--- src/logic/fcp_regs.svh ---
// register offsets, field positions and address constants of the flash config/protection block
`ifndef FCP_REGS_SVH
`define FCP_REGS_SVH
// printed offsets are not byte addresses: they are indices, byte address is four times the index
`define FCP_IDX_CONFIG 4'h3
`define FCP_IDX_PROT 4'h4
`define FCP_IDX_STATUS 4'h5
`define FCP_IDX_SECURITY 4'h1
`define FCP_IDX_LOADCTL 4'h6
`define FCP_IDX_CMDADDR 4'h7
`define FCP_IDX_CMDCTL 4'h8
`define FCP_IDX_ARRAY 4'h9
// field positions
`define FCP_CFG_BEIE 7
`define FCP_CFG_ALL_DONE_IRQ_ENABLE 6
`define FCP_CFG_KEY_WRITE_GATE 5
`define FCP_PROT_POL 7
`define FCP_PROT_NV6 6
`define FCP_PROT_HDIS 5
`define FCP_PROT_HS_HI 4
`define FCP_PROT_HS_LO 3
`define FCP_PROT_LDIS 2
`define FCP_PROT_LS_HI 1
`define FCP_PROT_LS_LO 0
`define FCP_STAT_BEF 7
`define FCP_STAT_CCF 6
`define FCP_STAT_PROTECT_VIOLATION_FLAG 5
// values
`define FCP_CFG_MASK 8'hE0
`define FCP_KEY_ENABLED 2'h2
`define FCP_PROT_STORE_ADDR 16'hFF0D
`define FCP_CFG_RESET 8'h00
`define FCP_PROT_RESET 8'hFF
`define FCP_HIGH_TOP 16'hFFFF
`define FCP_HIGH_BASE0 16'hF800
`define FCP_HIGH_BASE1 16'hF000
`define FCP_HIGH_BASE2 16'hE000
`define FCP_HIGH_BASE3 16'hC000
`define FCP_LOW_BASE 16'h4000
`define FCP_LOW_END0 16'h41FF
`define FCP_LOW_END1 16'h43FF
`define FCP_LOW_END2 16'h47FF
`define FCP_LOW_END3 16'h4FFF
// command codes on the check port
`define FCP_CMD_PROGRAM 2'h1
`define FCP_CMD_SECTOR_ERASE 2'h2
`define FCP_CMD_MASS_ERASE 2'h3
`endif

--- src/logic/fcp_pkg.sv ---
// types shared by the flash config/protection block
package fcp_pkg;
  typedef enum logic [1:0] {
    FCP_LD_IDLE = 2'b00,
    FCP_LD_WAIT = 2'b01,
    FCP_LD_DONE = 2'b10
  } fcp_load_e;
  typedef struct packed {
    logic pol;
    logic nv6;
    logic hdis;
    logic [1:0] hsize;
    logic ldis;
    logic [1:0] lsize;
  } fcp_prot_s;
  typedef struct packed {
    logic beie;
    logic all_done_irq_enable;
    logic key_write_gate;
  } fcp_cfg_s;
endpackage : fcp_pkg

--- src/logic/fcp_scenario.sv ---
`timescale 1ns/1ps
// protection scenario number and allowed-transition check, registered
module fcp_scenario
  import fcp_pkg::*;
(
  // clock and reset
  input wire logic pclk,
  input wire logic presetn,
  // current and proposed protection values
  input wire fcp_prot_s cur,
  input wire fcp_prot_s prop,
  // verdict
  output logic allowed
);
  function automatic logic [2:0] scen(input fcp_prot_s p);
    scen = {p.pol, p.hdis, p.ldis};
  endfunction : scen
  // scenario transition table: bit [to] set where the move is allowed
  function automatic logic [7:0] row(input logic [2:0] from);
    case (from)
      3'h0: row = 8'h0F;
      3'h1: row = 8'h0A;
      3'h2: row = 8'h0C;
      3'h3: row = 8'h08;
      3'h4: row = 8'h18;
      3'h5: row = 8'h3C;
      3'h6: row = 8'h5A;
      default: row = 8'hFF;
    endcase
  endfunction : row
  wire logic [2:0] from_s = scen(cur);
  wire logic [2:0] to_s = scen(prop);
  wire logic [7:0] ok_row = row(from_s);
  wire logic next_allowed = ok_row[to_s];
  always_ff @(posedge pclk or negedge presetn) begin
    if (!presetn) begin
      allowed <= 1'b0;
    end else begin
      allowed <= next_allowed;
    end
  end
endmodule : fcp_scenario

--- src/logic/fcp_regs_top.sv ---
// Design decision made here: the APB slave port.
`timescale 1ns/1ps
`include "fcp_regs.svh"
// flash configuration and protection registers with APB slave and protection checker
//
// Overview of operation
// - config bit 7 enables interrupt while buffer-empty flag set.
// - config bit 6 enables interrupt while command-complete flag set.
// - only the two enables and key gate are stored; other config bits read zero.
// - key gate writable only while backdoor field is enabled.
// - key gate set: array writes captured as key words, reads return junk.
// - protection register readable in every mode.
// - polarity bit can go from one to zero only.
// - low size writable only while low disable bit set.
// - high size writable only while high disable bit set.
// - protection register loaded from stored byte at 0xFF0D during reset sequence.
// - program or erase into protected area is refused and flags violation.
// - mass erase only with polarity and both disables set, else violation.
// - polarity chooses whether cleared disable bits protect or unprotect ranges.
// - high disable bit zero activates high range, one defines none.
// - low disable bit zero activates low range, one defines none.
// - high size selects range ending at top, 00 smallest to 11 largest.
// - low size selects range from array base, 00 smallest to 11 largest.
// - write moving protection to a disallowed scenario is ignored.
// - only backdoor field encoding 10 counts as enabled.
module fcp_regs_top
  import fcp_pkg::*;
(
  // apb
  input wire logic pclk,
  input wire logic presetn,
  input wire logic psel,
  input wire logic penable,
  input wire logic pwrite,
  input wire logic [7:0] paddr,
  input wire logic [31:0] pwdata,
  output logic [31:0] prdata,
  output logic pready,
  output logic pslverr,
  // status and security inputs from the command controller
  input wire logic buffer_empty_flag,
  input wire logic all_done_flag,
  input wire logic [1:0] backdoor_enable_field,
  // reset-sequence load from the array
  input wire logic load_req,
  input wire logic [7:0] load_data,
  output logic load_done,
  // command check port
  input wire logic cmd_valid,
  input wire logic [1:0] cmd_kind,
  input wire logic [15:0] cmd_addr,
  output logic cmd_ok,
  output logic cmd_refused,
  output logic protect_violation_flag,
  // array access steering
  input wire logic array_wr,
  input wire logic array_rd,
  output logic key_word_strobe,
  output logic cmd_seq_start,
  output logic array_rd_invalid,
  // interrupt
  output logic irq
);
  fcp_cfg_s cfg;
  fcp_prot_s prot;
  fcp_prot_s prot_prop;
  fcp_load_e ld_state;
  fcp_load_e next_ld_state;
  logic wr_pend;
  logic scen_ok;

  // address decode: word index is paddr[5:2]
  wire logic [3:0] idx = paddr[5:2];
  wire logic aligned = (paddr[1:0] == 2'h0) && (paddr[7:6] == 2'h0);
  wire logic sel_cfg = aligned && (idx == `FCP_IDX_CONFIG);
  wire logic sel_prot = aligned && (idx == `FCP_IDX_PROT);
  wire logic sel_stat = aligned && (idx == `FCP_IDX_STATUS);
  wire logic sel_sec = aligned && (idx == `FCP_IDX_SECURITY);
  wire logic mapped = sel_cfg || sel_prot || sel_stat || sel_sec;
  // protection writes take one extra cycle so the scenario check is registered
  wire logic setup = psel && !penable;
  wire logic access = psel && penable;
  wire logic done_cycle = access && (!(pwrite && sel_prot) || wr_pend);
  wire logic wr_cfg = done_cycle && pwrite && sel_cfg;
  wire logic wr_prot = done_cycle && pwrite && sel_prot && ld_state == FCP_LD_DONE;
  wire logic [7:0] wd = pwdata[7:0];

  wire logic key_on = (backdoor_enable_field == `FCP_KEY_ENABLED);
  wire logic next_key_write_gate = key_on ? wd[`FCP_CFG_KEY_WRITE_GATE] : cfg.key_write_gate;
  wire fcp_cfg_s next_cfg = '{beie: wd[`FCP_CFG_BEIE], all_done_irq_enable: wd[`FCP_CFG_ALL_DONE_IRQ_ENABLE], key_write_gate: next_key_write_gate};

  // proposed protection: polarity may only clear, size fields locked once their disable is clear
  assign prot_prop.pol = prot.pol & wd[`FCP_PROT_POL];
  assign prot_prop.nv6 = prot.nv6;
  assign prot_prop.hdis = wd[`FCP_PROT_HDIS];
  assign prot_prop.hsize = prot.hdis ? wd[`FCP_PROT_HS_HI:`FCP_PROT_HS_LO] : prot.hsize;
  assign prot_prop.ldis = wd[`FCP_PROT_LDIS];
  assign prot_prop.lsize = prot.ldis ? wd[`FCP_PROT_LS_HI:`FCP_PROT_LS_LO] : prot.lsize;

  fcp_scenario i_fcp_scenario (
    .pclk(pclk),
    .presetn(presetn),
    .cur(prot),
    .prop(prot_prop),
    .allowed(scen_ok)
  );

  // range decode
  function automatic logic [15:0] high_base(input logic [1:0] s);
    case (s)
      2'h0: high_base = `FCP_HIGH_BASE0;
      2'h1: high_base = `FCP_HIGH_BASE1;
      2'h2: high_base = `FCP_HIGH_BASE2;
      default: high_base = `FCP_HIGH_BASE3;
    endcase
  endfunction : high_base
  function automatic logic [15:0] low_end(input logic [1:0] s);
    case (s)
      2'h0: low_end = `FCP_LOW_END0;
      2'h1: low_end = `FCP_LOW_END1;
      2'h2: low_end = `FCP_LOW_END2;
      default: low_end = `FCP_LOW_END3;
    endcase
  endfunction : low_end
  wire logic in_high = (cmd_addr >= high_base(prot.hsize));
  wire logic in_low = (cmd_addr >= `FCP_LOW_BASE) && (cmd_addr <= low_end(prot.lsize));
  wire logic high_act = !prot.hdis;
  wire logic low_act = !prot.ldis;
  wire logic in_range = (high_act && in_high) || (low_act && in_low);
  // polarity set: active ranges protected; clear: everything outside active ranges protected
  wire logic addr_prot = prot.pol ? in_range : !in_range;
  wire logic mass_ok = prot.pol && prot.hdis && prot.ldis;
  wire logic is_mass = (cmd_kind == `FCP_CMD_MASS_ERASE);
  wire logic refuse = is_mass ? !mass_ok : addr_prot;
  wire logic clr_viol = done_cycle && pwrite && sel_stat && wd[`FCP_STAT_PROTECT_VIOLATION_FLAG];
  wire logic next_viol = (cmd_valid && refuse) || (protect_violation_flag && !clr_viol);
  wire logic next_irq = (cfg.beie && buffer_empty_flag) || (cfg.all_done_irq_enable && all_done_flag);

  // reset-sequence load
  always_comb begin
    next_ld_state = ld_state;
    case (ld_state)
      FCP_LD_IDLE: next_ld_state = FCP_LD_WAIT;
      FCP_LD_WAIT: if (load_req) next_ld_state = FCP_LD_DONE;
      FCP_LD_DONE: next_ld_state = FCP_LD_DONE;
      default: next_ld_state = FCP_LD_IDLE;
    endcase
  end

  wire logic [7:0] prot_byte = prot;
  wire logic [7:0] cfg_byte = {cfg, 5'h00};
  wire logic [7:0] stat_byte = {buffer_empty_flag, all_done_flag, protect_violation_flag, 5'h00};
  wire logic [7:0] sec_byte = {backdoor_enable_field, 6'h00};
  wire logic [7:0] rd_byte = sel_cfg ? cfg_byte : sel_prot ? prot_byte : sel_stat ? stat_byte :
                             sel_sec ? sec_byte : 8'h00;

  always_ff @(posedge pclk or negedge presetn) begin
    if (!presetn) begin
      ld_state <= FCP_LD_IDLE;
      load_done <= 1'b0;
    end else begin
      ld_state <= next_ld_state;
      load_done <= (next_ld_state == FCP_LD_DONE);
    end
  end

  always_ff @(posedge pclk or negedge presetn) begin
    if (!presetn) begin
      prot <= `FCP_PROT_RESET;
    end else if (ld_state == FCP_LD_WAIT && load_req) begin
      prot <= load_data;
    end else if (wr_prot && scen_ok) begin
      prot <= prot_prop;
    end
  end

  always_ff @(posedge pclk or negedge presetn) begin
    if (!presetn) begin
      cfg <= fcp_cfg_s'(`FCP_CFG_RESET >> `FCP_CFG_KEY_WRITE_GATE);
    end else if (wr_cfg) begin
      cfg <= next_cfg;
    end
  end

  always_ff @(posedge pclk or negedge presetn) begin
    if (!presetn) begin
      wr_pend <= 1'b0;
      pready <= 1'b0;
      prdata <= 32'h00000000;
      pslverr <= 1'b0;
    end else begin
      wr_pend <= access && pwrite && sel_prot && !wr_pend;
      pready <= setup ? !(pwrite && sel_prot) : (access && !done_cycle);
      prdata <= (setup || access) && !pwrite ? {24'h000000, rd_byte} : 32'h00000000;
      pslverr <= (setup || access) && !mapped;
    end
  end

  always_ff @(posedge pclk or negedge presetn) begin
    if (!presetn) begin
      protect_violation_flag <= 1'b0;
      cmd_ok <= 1'b0;
      cmd_refused <= 1'b0;
      irq <= 1'b0;
      key_word_strobe <= 1'b0;
      cmd_seq_start <= 1'b0;
      array_rd_invalid <= 1'b0;
    end else begin
      protect_violation_flag <= next_viol;
      cmd_ok <= cmd_valid && !refuse;
      cmd_refused <= cmd_valid && refuse;
      irq <= next_irq;
      key_word_strobe <= array_wr && cfg.key_write_gate;
      cmd_seq_start <= array_wr && !cfg.key_write_gate;
      array_rd_invalid <= array_rd && cfg.key_write_gate;
    end
  end
endmodule : fcp_regs_top

--- config.mk ---
export PLATFORM = sky130hd
export DESIGN_NAME = fcp_regs_top
export DESIGN_NICKNAME = d
export VERILOG_FILES = /design/src/logic/fcp_pkg.sv /design/src/logic/fcp_scenario.sv /design/src/logic/fcp_regs_top.sv
export VERILOG_INCLUDE_DIRS = /design/src /design/src/logic
export SDC_FILE = /design/constraint.sdc
export NUM_CORES = 1
export LEC_CHECK = 0
export BUFFER_PORTS_ARGS = -buffer_cell sky130_fd_sc_hd__buf_2
export CAP_MARGIN = 30
export CORE_ASPECT_RATIO = 1.1
export CORE_UTILIZATION = 25
export CTS_CLUSTER_DIAMETER = 60
export DETAILED_ROUTE_END_ITERATION = 6
export GPL_TIMING_DRIVEN = 0
export REMOVE_ABC_BUFFERS = 1
export SKIP_CTS_REPAIR_TIMING = 1
export SLEW_MARGIN = 20
export SYNTH_ARGS = -nofsm -noshare
export SYNTH_HDL_FRONTEND = slang
export SYNTH_HIERARCHICAL = 1
export SYNTH_SLANG_ARGS = --single-unit
export TNS_END_PERCENT = 100
--- constraint.sdc ---
create_clock -name pclk -period 1.9 [get_ports pclk]
set_clock_uncertainty 0.05 [all_clocks]
set_input_delay 0.285 -clock pclk [delete_from_list [all_inputs] [get_ports pclk]]
set_output_delay 0.285 -clock pclk [all_outputs]
set_load 0.01 [all_outputs]
==> tab_implementation.tex <==
\begin{tabular}{lr}
\hline
Metric & Value \\
\hline
\multicolumn{2}{l}{\textbf{Outcome}} \\
\quad Result of the run & finished with violations \\
\quad Violations in the final reports & negative setup slack \\
\multicolumn{2}{l}{\textbf{Layout}} \\
\quad Fill cells & 791 \\
\quad Synth-to-layout area growth & 36.8\% \\
\quad Nets & 367 \\
\quad Area of all placed cells without fillers & 2690 µm² \\
\quad Most frequent standard cell in the layout excluding fill and tap cells & sky130\_fd\_sc\_hd\_\_buf\_2 \\
\quad Ratio of cells with drive above 1 in the final layout & 44.0\% \\
\quad Top library cells by usage in the layout, fill and taps aside & sky130\_fd\_sc\_hd\_\_buf\_2 (71), sky130\_fd\_sc\_hd\_\_dfrtp\_1 (25), sky130\_fd\_sc\_hd\_\_conb\_1 (24), sky130\_fd\_sc\_hd\_\_nand2\_1 (17) \\
\quad ANT cells & 0 \\
\multicolumn{2}{l}{\textbf{Place}} \\
\quad Standard cell area after detailed placement & 2360 µm² \\
\quad Post-detail-place hpwl & 3.78 mm \\
\quad Gp weighted congestion & 0.748 \\
\quad Worst Setup Slack post-DPL & -0.982 ns \\
\quad Number of buffers added on ports & 72 \\
\multicolumn{2}{l}{\textbf{Drt}} \\
\quad Detail Route Antenna Nets & 0 \\
\quad Vias post-DR & 1,703 \\
\quad Initial drt markers & 61 \\
\quad Final wirelength & 5.01 mm \\
\quad Detailed Routing Iterations Pass 1 & 4 \\
\quad Mean number of vias per cell & 4.40 \\
\quad DRC & 0 \\
\quad Average detailed-routed wire length per instance & 13.0 µm \\
\multicolumn{2}{l}{\textbf{Synthesis}} \\
\quad Mean area per synthesized cell & 9.97 µm² \\
\quad Sequential element share of the synthesized area & 42.5\% \\
\quad Synthesized area & 1960 µm² \\
\quad Library cells used by synthesis & 46 \\
\quad Gate count of the mapped netlist & 197 \\
\quad EDFF count, synth & 0 \\
\quad Flip-flop and latch count after synthesis & 33 \\
\quad Count of yosys warnings during synthesis & 6 \\
\quad Synth Flop Type & sky130\_fd\_sc\_hd\_\_dfrtp\_1 \\
\quad Fraction of registers with async set/reset & 100\% \\
\multicolumn{2}{l}{\textbf{Die}} \\
\quad Initial core utilization & 26.1\% \\
\quad Width of the chip & 86.5 µm \\
\quad CORE AREA & 7510 µm² \\
\quad Overall die area & 8220 µm² \\
\quad Vertical die dimension & 95.0 µm \\
\quad Cell Rows & 33 \\
\quad Number of top-level pins & 121 \\
\multicolumn{2}{l}{\textbf{Global route}} \\
\quad Initial antenna violation count & 0 \\
\quad Global Route Usage Sum & 12.3\% \\
\quad Global-route wire length before repair & 7.74 mm \\
\quad Number of global-route vias before repair & 1,651 \\
\quad Global routing met2 resource utilization & 21.2\% \\
\quad Most Used Layer, Global Route & met2 \\
\quad Overflow left after global routing & 0 \\
\quad Met3 Resource Use GR & 3.58\% \\
\quad Maximum number of pins on one net before global-route repair & 34 \\
\quad Routing usage on met1 & 14.7\% \\
\multicolumn{2}{l}{\textbf{Pwr}} \\
\quad Leakage & 0.00128 µW \\
\quad Power share of the combinational group & 31.8\% \\
\quad Total power density per cell area & 959 nW/µm² \\
\quad Internal power consumption & 1750 µW \\
\quad Share of total power consumed by net switching & 32.2\% \\
\quad Switching pwr & 829 µW \\
\quad Sequential group share of total power & 41.9\% \\
\quad Relative contribution of the clock network to total power & 26.3\% \\
\quad Peak supply drop & 0.361 mV \\
\multicolumn{2}{l}{\textbf{Critical path}} \\
\quad Worst path arrival time & 2.21 ns \\
\quad RR Endpoint & cmd\_ok\$\_DFF\_PN0\_ \\
\quad Reg2reg setup slack & -0.14 ns \\
\quad Type of element launching the critical path & input pin \\
\quad Critical register-to-register path startpoint & prot[4]\$\_DFFE\_PN1P\_ \\
\quad Capturing element of the worst setup path & prot[4]\$\_DFFE\_PN1P\_ \\
\quad CP Capture Type & register \\
\quad Required time of the worst setup path & 2.06 ns \\
\quad Worst reg2reg path depth & 8 \\
\quad Critical path launch point & paddr[1] \\
\quad Worst setup path category & input pin to register \\
\quad CP Max Fanout & 7 \\
\multicolumn{2}{l}{\textbf{STA}} \\
\quad TNS Setup & -1.50 ns \\
\quad Max Slew Vio Count & 0 \\
\quad RSZ-0062 raised after global routing & yes \\
\quad Final hold slack & 0.00481 ns \\
\quad Final setup vio count & 13 \\
\quad Transition time of the tightest slew-check pin & 0.723 ns \\
\quad Achievable clock frequency & 0.489 GHz \\
\quad Tmin final & 2.04 ns \\
\quad Hold Vio Cnt, Final & 0 \\
\quad Max transition margin & 51.8\% \\
\quad Worst Setup Slack, final & -0.144 ns \\
\quad Final period util & 108\% \\
\multicolumn{2}{l}{\textbf{Clock tree}} \\
\quad Clock network latency to the later pin of the worst-skew pair & 0.28 ns \\
\quad H-tree Lvls & 2 \\
\quad Clock Path Buffers & 2 \\
\quad Clock tree from TritonCTS & done \\
\quad Clock sink count & 33 \\
\quad Register clock-pin slew on the reported worst setup and hold paths & 0.07 ns \\
\quad Clock Root Buffer & sky130\_fd\_sc\_hd\_\_clkbuf\_8 \\
\quad CTS Buf Count & 5 \\
\multicolumn{2}{l}{\textbf{Run}} \\
\quad Reported max-cap violation count & 0 \\
\multicolumn{2}{l}{\textbf{Min path}} \\
\quad Min-Delay Path Class & input pin to async pin \\
\hline
\end{tabular}
## flip-flops by register name, indices dropped and copies added (netlist names)
signal                  cells
array_rd_invalid            1
cfg                         3
cmd_ok                      1
cmd_refused                 1
cmd_seq_start               1
i_fcp_scenario/allowed      1
irq                         1
key_word_strobe             1
ld_state                    2
load_done                   1
prdata                      8
pready                      1
prot                        8
protect_violation_flag      1
pslverr                     1
wr_pend                     1
## cell families after synthesis
kind of cell / count (synthesis) / synth area share (%)
AND/OR/NAND/NOR: 68 / 20.2
AO/OA/AOI/OAI: 44 / 14.7
flip-flops: 33 / 42.5
buffers and inverters: 31 / 10.9
multiplexers: 13 / 7.07
adder cells (fa/ha/maj): 7 / 4.46
other: 1 / 0.191
## worst min-delay path by stage
stage                       start                         end  slack [ns]
after global placement    presetn            pready$_DFF_PN0_        0.34
after global routing      presetn       cmd_refused$_DFF_PN0_        0.08
after CTS                 presetn       cmd_refused$_DFF_PN0_        0.03
final                     presetn       cmd_refused$_DFF_PN0_       0.005
after detailed placement  presetn       cmd_refused$_DFF_PN0_        0.34
after floorplan           presetn  array_rd_invalid$_DFF_PN0_       -0.06
## per-layer routing
layer,vias up,share of wire (%),wire [µm]
met4,0,1.1,53
met2,64,52,2600
met1,792,41,2040
met5,-,0,0
met3,6,6.5,325
li1,841,-,-
## stage by stage
step	utilization [%]	cells	power, µW
floorplan	-	193	1520
CTS	32.9	379	2500
detailed placement	31.4	371	1810
finish	35.8	387	2580
global placement	31.2	370	1770
global route	35.8	387	2770
## critical path, cell delays in order
cell                      delay, ns
sky130_fd_sc_hd__buf_6         0.09
sky130_fd_sc_hd__or4_4         0.59
sky130_fd_sc_hd__or4_4         0.56
sky130_fd_sc_hd__nor4_4        0.22
sky130_fd_sc_hd__buf_12        0.18
sky130_fd_sc_hd__mux2i_2       0.20
sky130_fd_sc_hd__o21ai_1       0.08
## synth_stat cells, drive strengths merged (2+ instances only)
| library cell | instances | area share, % |
|---|---|---|
| a21oi | 6 | 1.5 |
| a22oi | 3 | 1.1 |
| and2 | 6 | 1.9 |
| and3 | 6 | 1.9 |
| buf | 25 | 9.7 |
| clkbuf | 2 | 0.38 |
| dfrtp | 25 | 32 |
| dfstp | 8 | 11 |
| ha | 7 | 4.5 |
| inv | 4 | 0.76 |
| mux2 | 7 | 4.0 |
| mux2i | 6 | 3.1 |
| nand2 | 17 | 3.2 |
| nand2b | 3 | 0.96 |
| nand3 | 3 | 0.76 |
| nand4 | 3 | 0.96 |
| nor2 | 9 | 1.7 |
| nor2b | 4 | 1.3 |
| nor3 | 3 | 0.76 |
| nor4 | 4 | 2.0 |
| nor4b | 3 | 1.3 |
| o2111ai | 2 | 0.89 |
| o211ai | 2 | 0.76 |
| o21a | 2 | 0.76 |
| o21ai | 17 | 4.3 |
| o32ai | 2 | 0.89 |
| or4 | 2 | 1.1 |
## power by group through the flow
stage | sequential (µW) | clock [µW] | combinational [µW]
after floorplan | 1050 | 0 | 472
after global placement | 1100 | 0 | 672
after detailed placement | 1100 | 0 | 703
after CTS | 1090 | 698 | 709
after global routing | 1110 | 734 | 924
final | 1080 | 678 | 821
## layout make-up
| class | instances | area, µm² | area share (%) |
|---|---|---|---|
| flip-flops and latches | 33 | 836 | 31.1 |
| repair buffers | 81 | 447 | 16.6 |
| multi-input cells | 156 | 1140 | 42.5 |
| clock inverters | 1 | 30.0 | 1.12 |
| well taps | 105 | 131 | 4.89 |
| inverters | 4 | 15.0 | 0.559 |
| clock buffers | 7 | 86.3 | 3.21 |
Note: power is estimated with default switching activity, not from simulation.
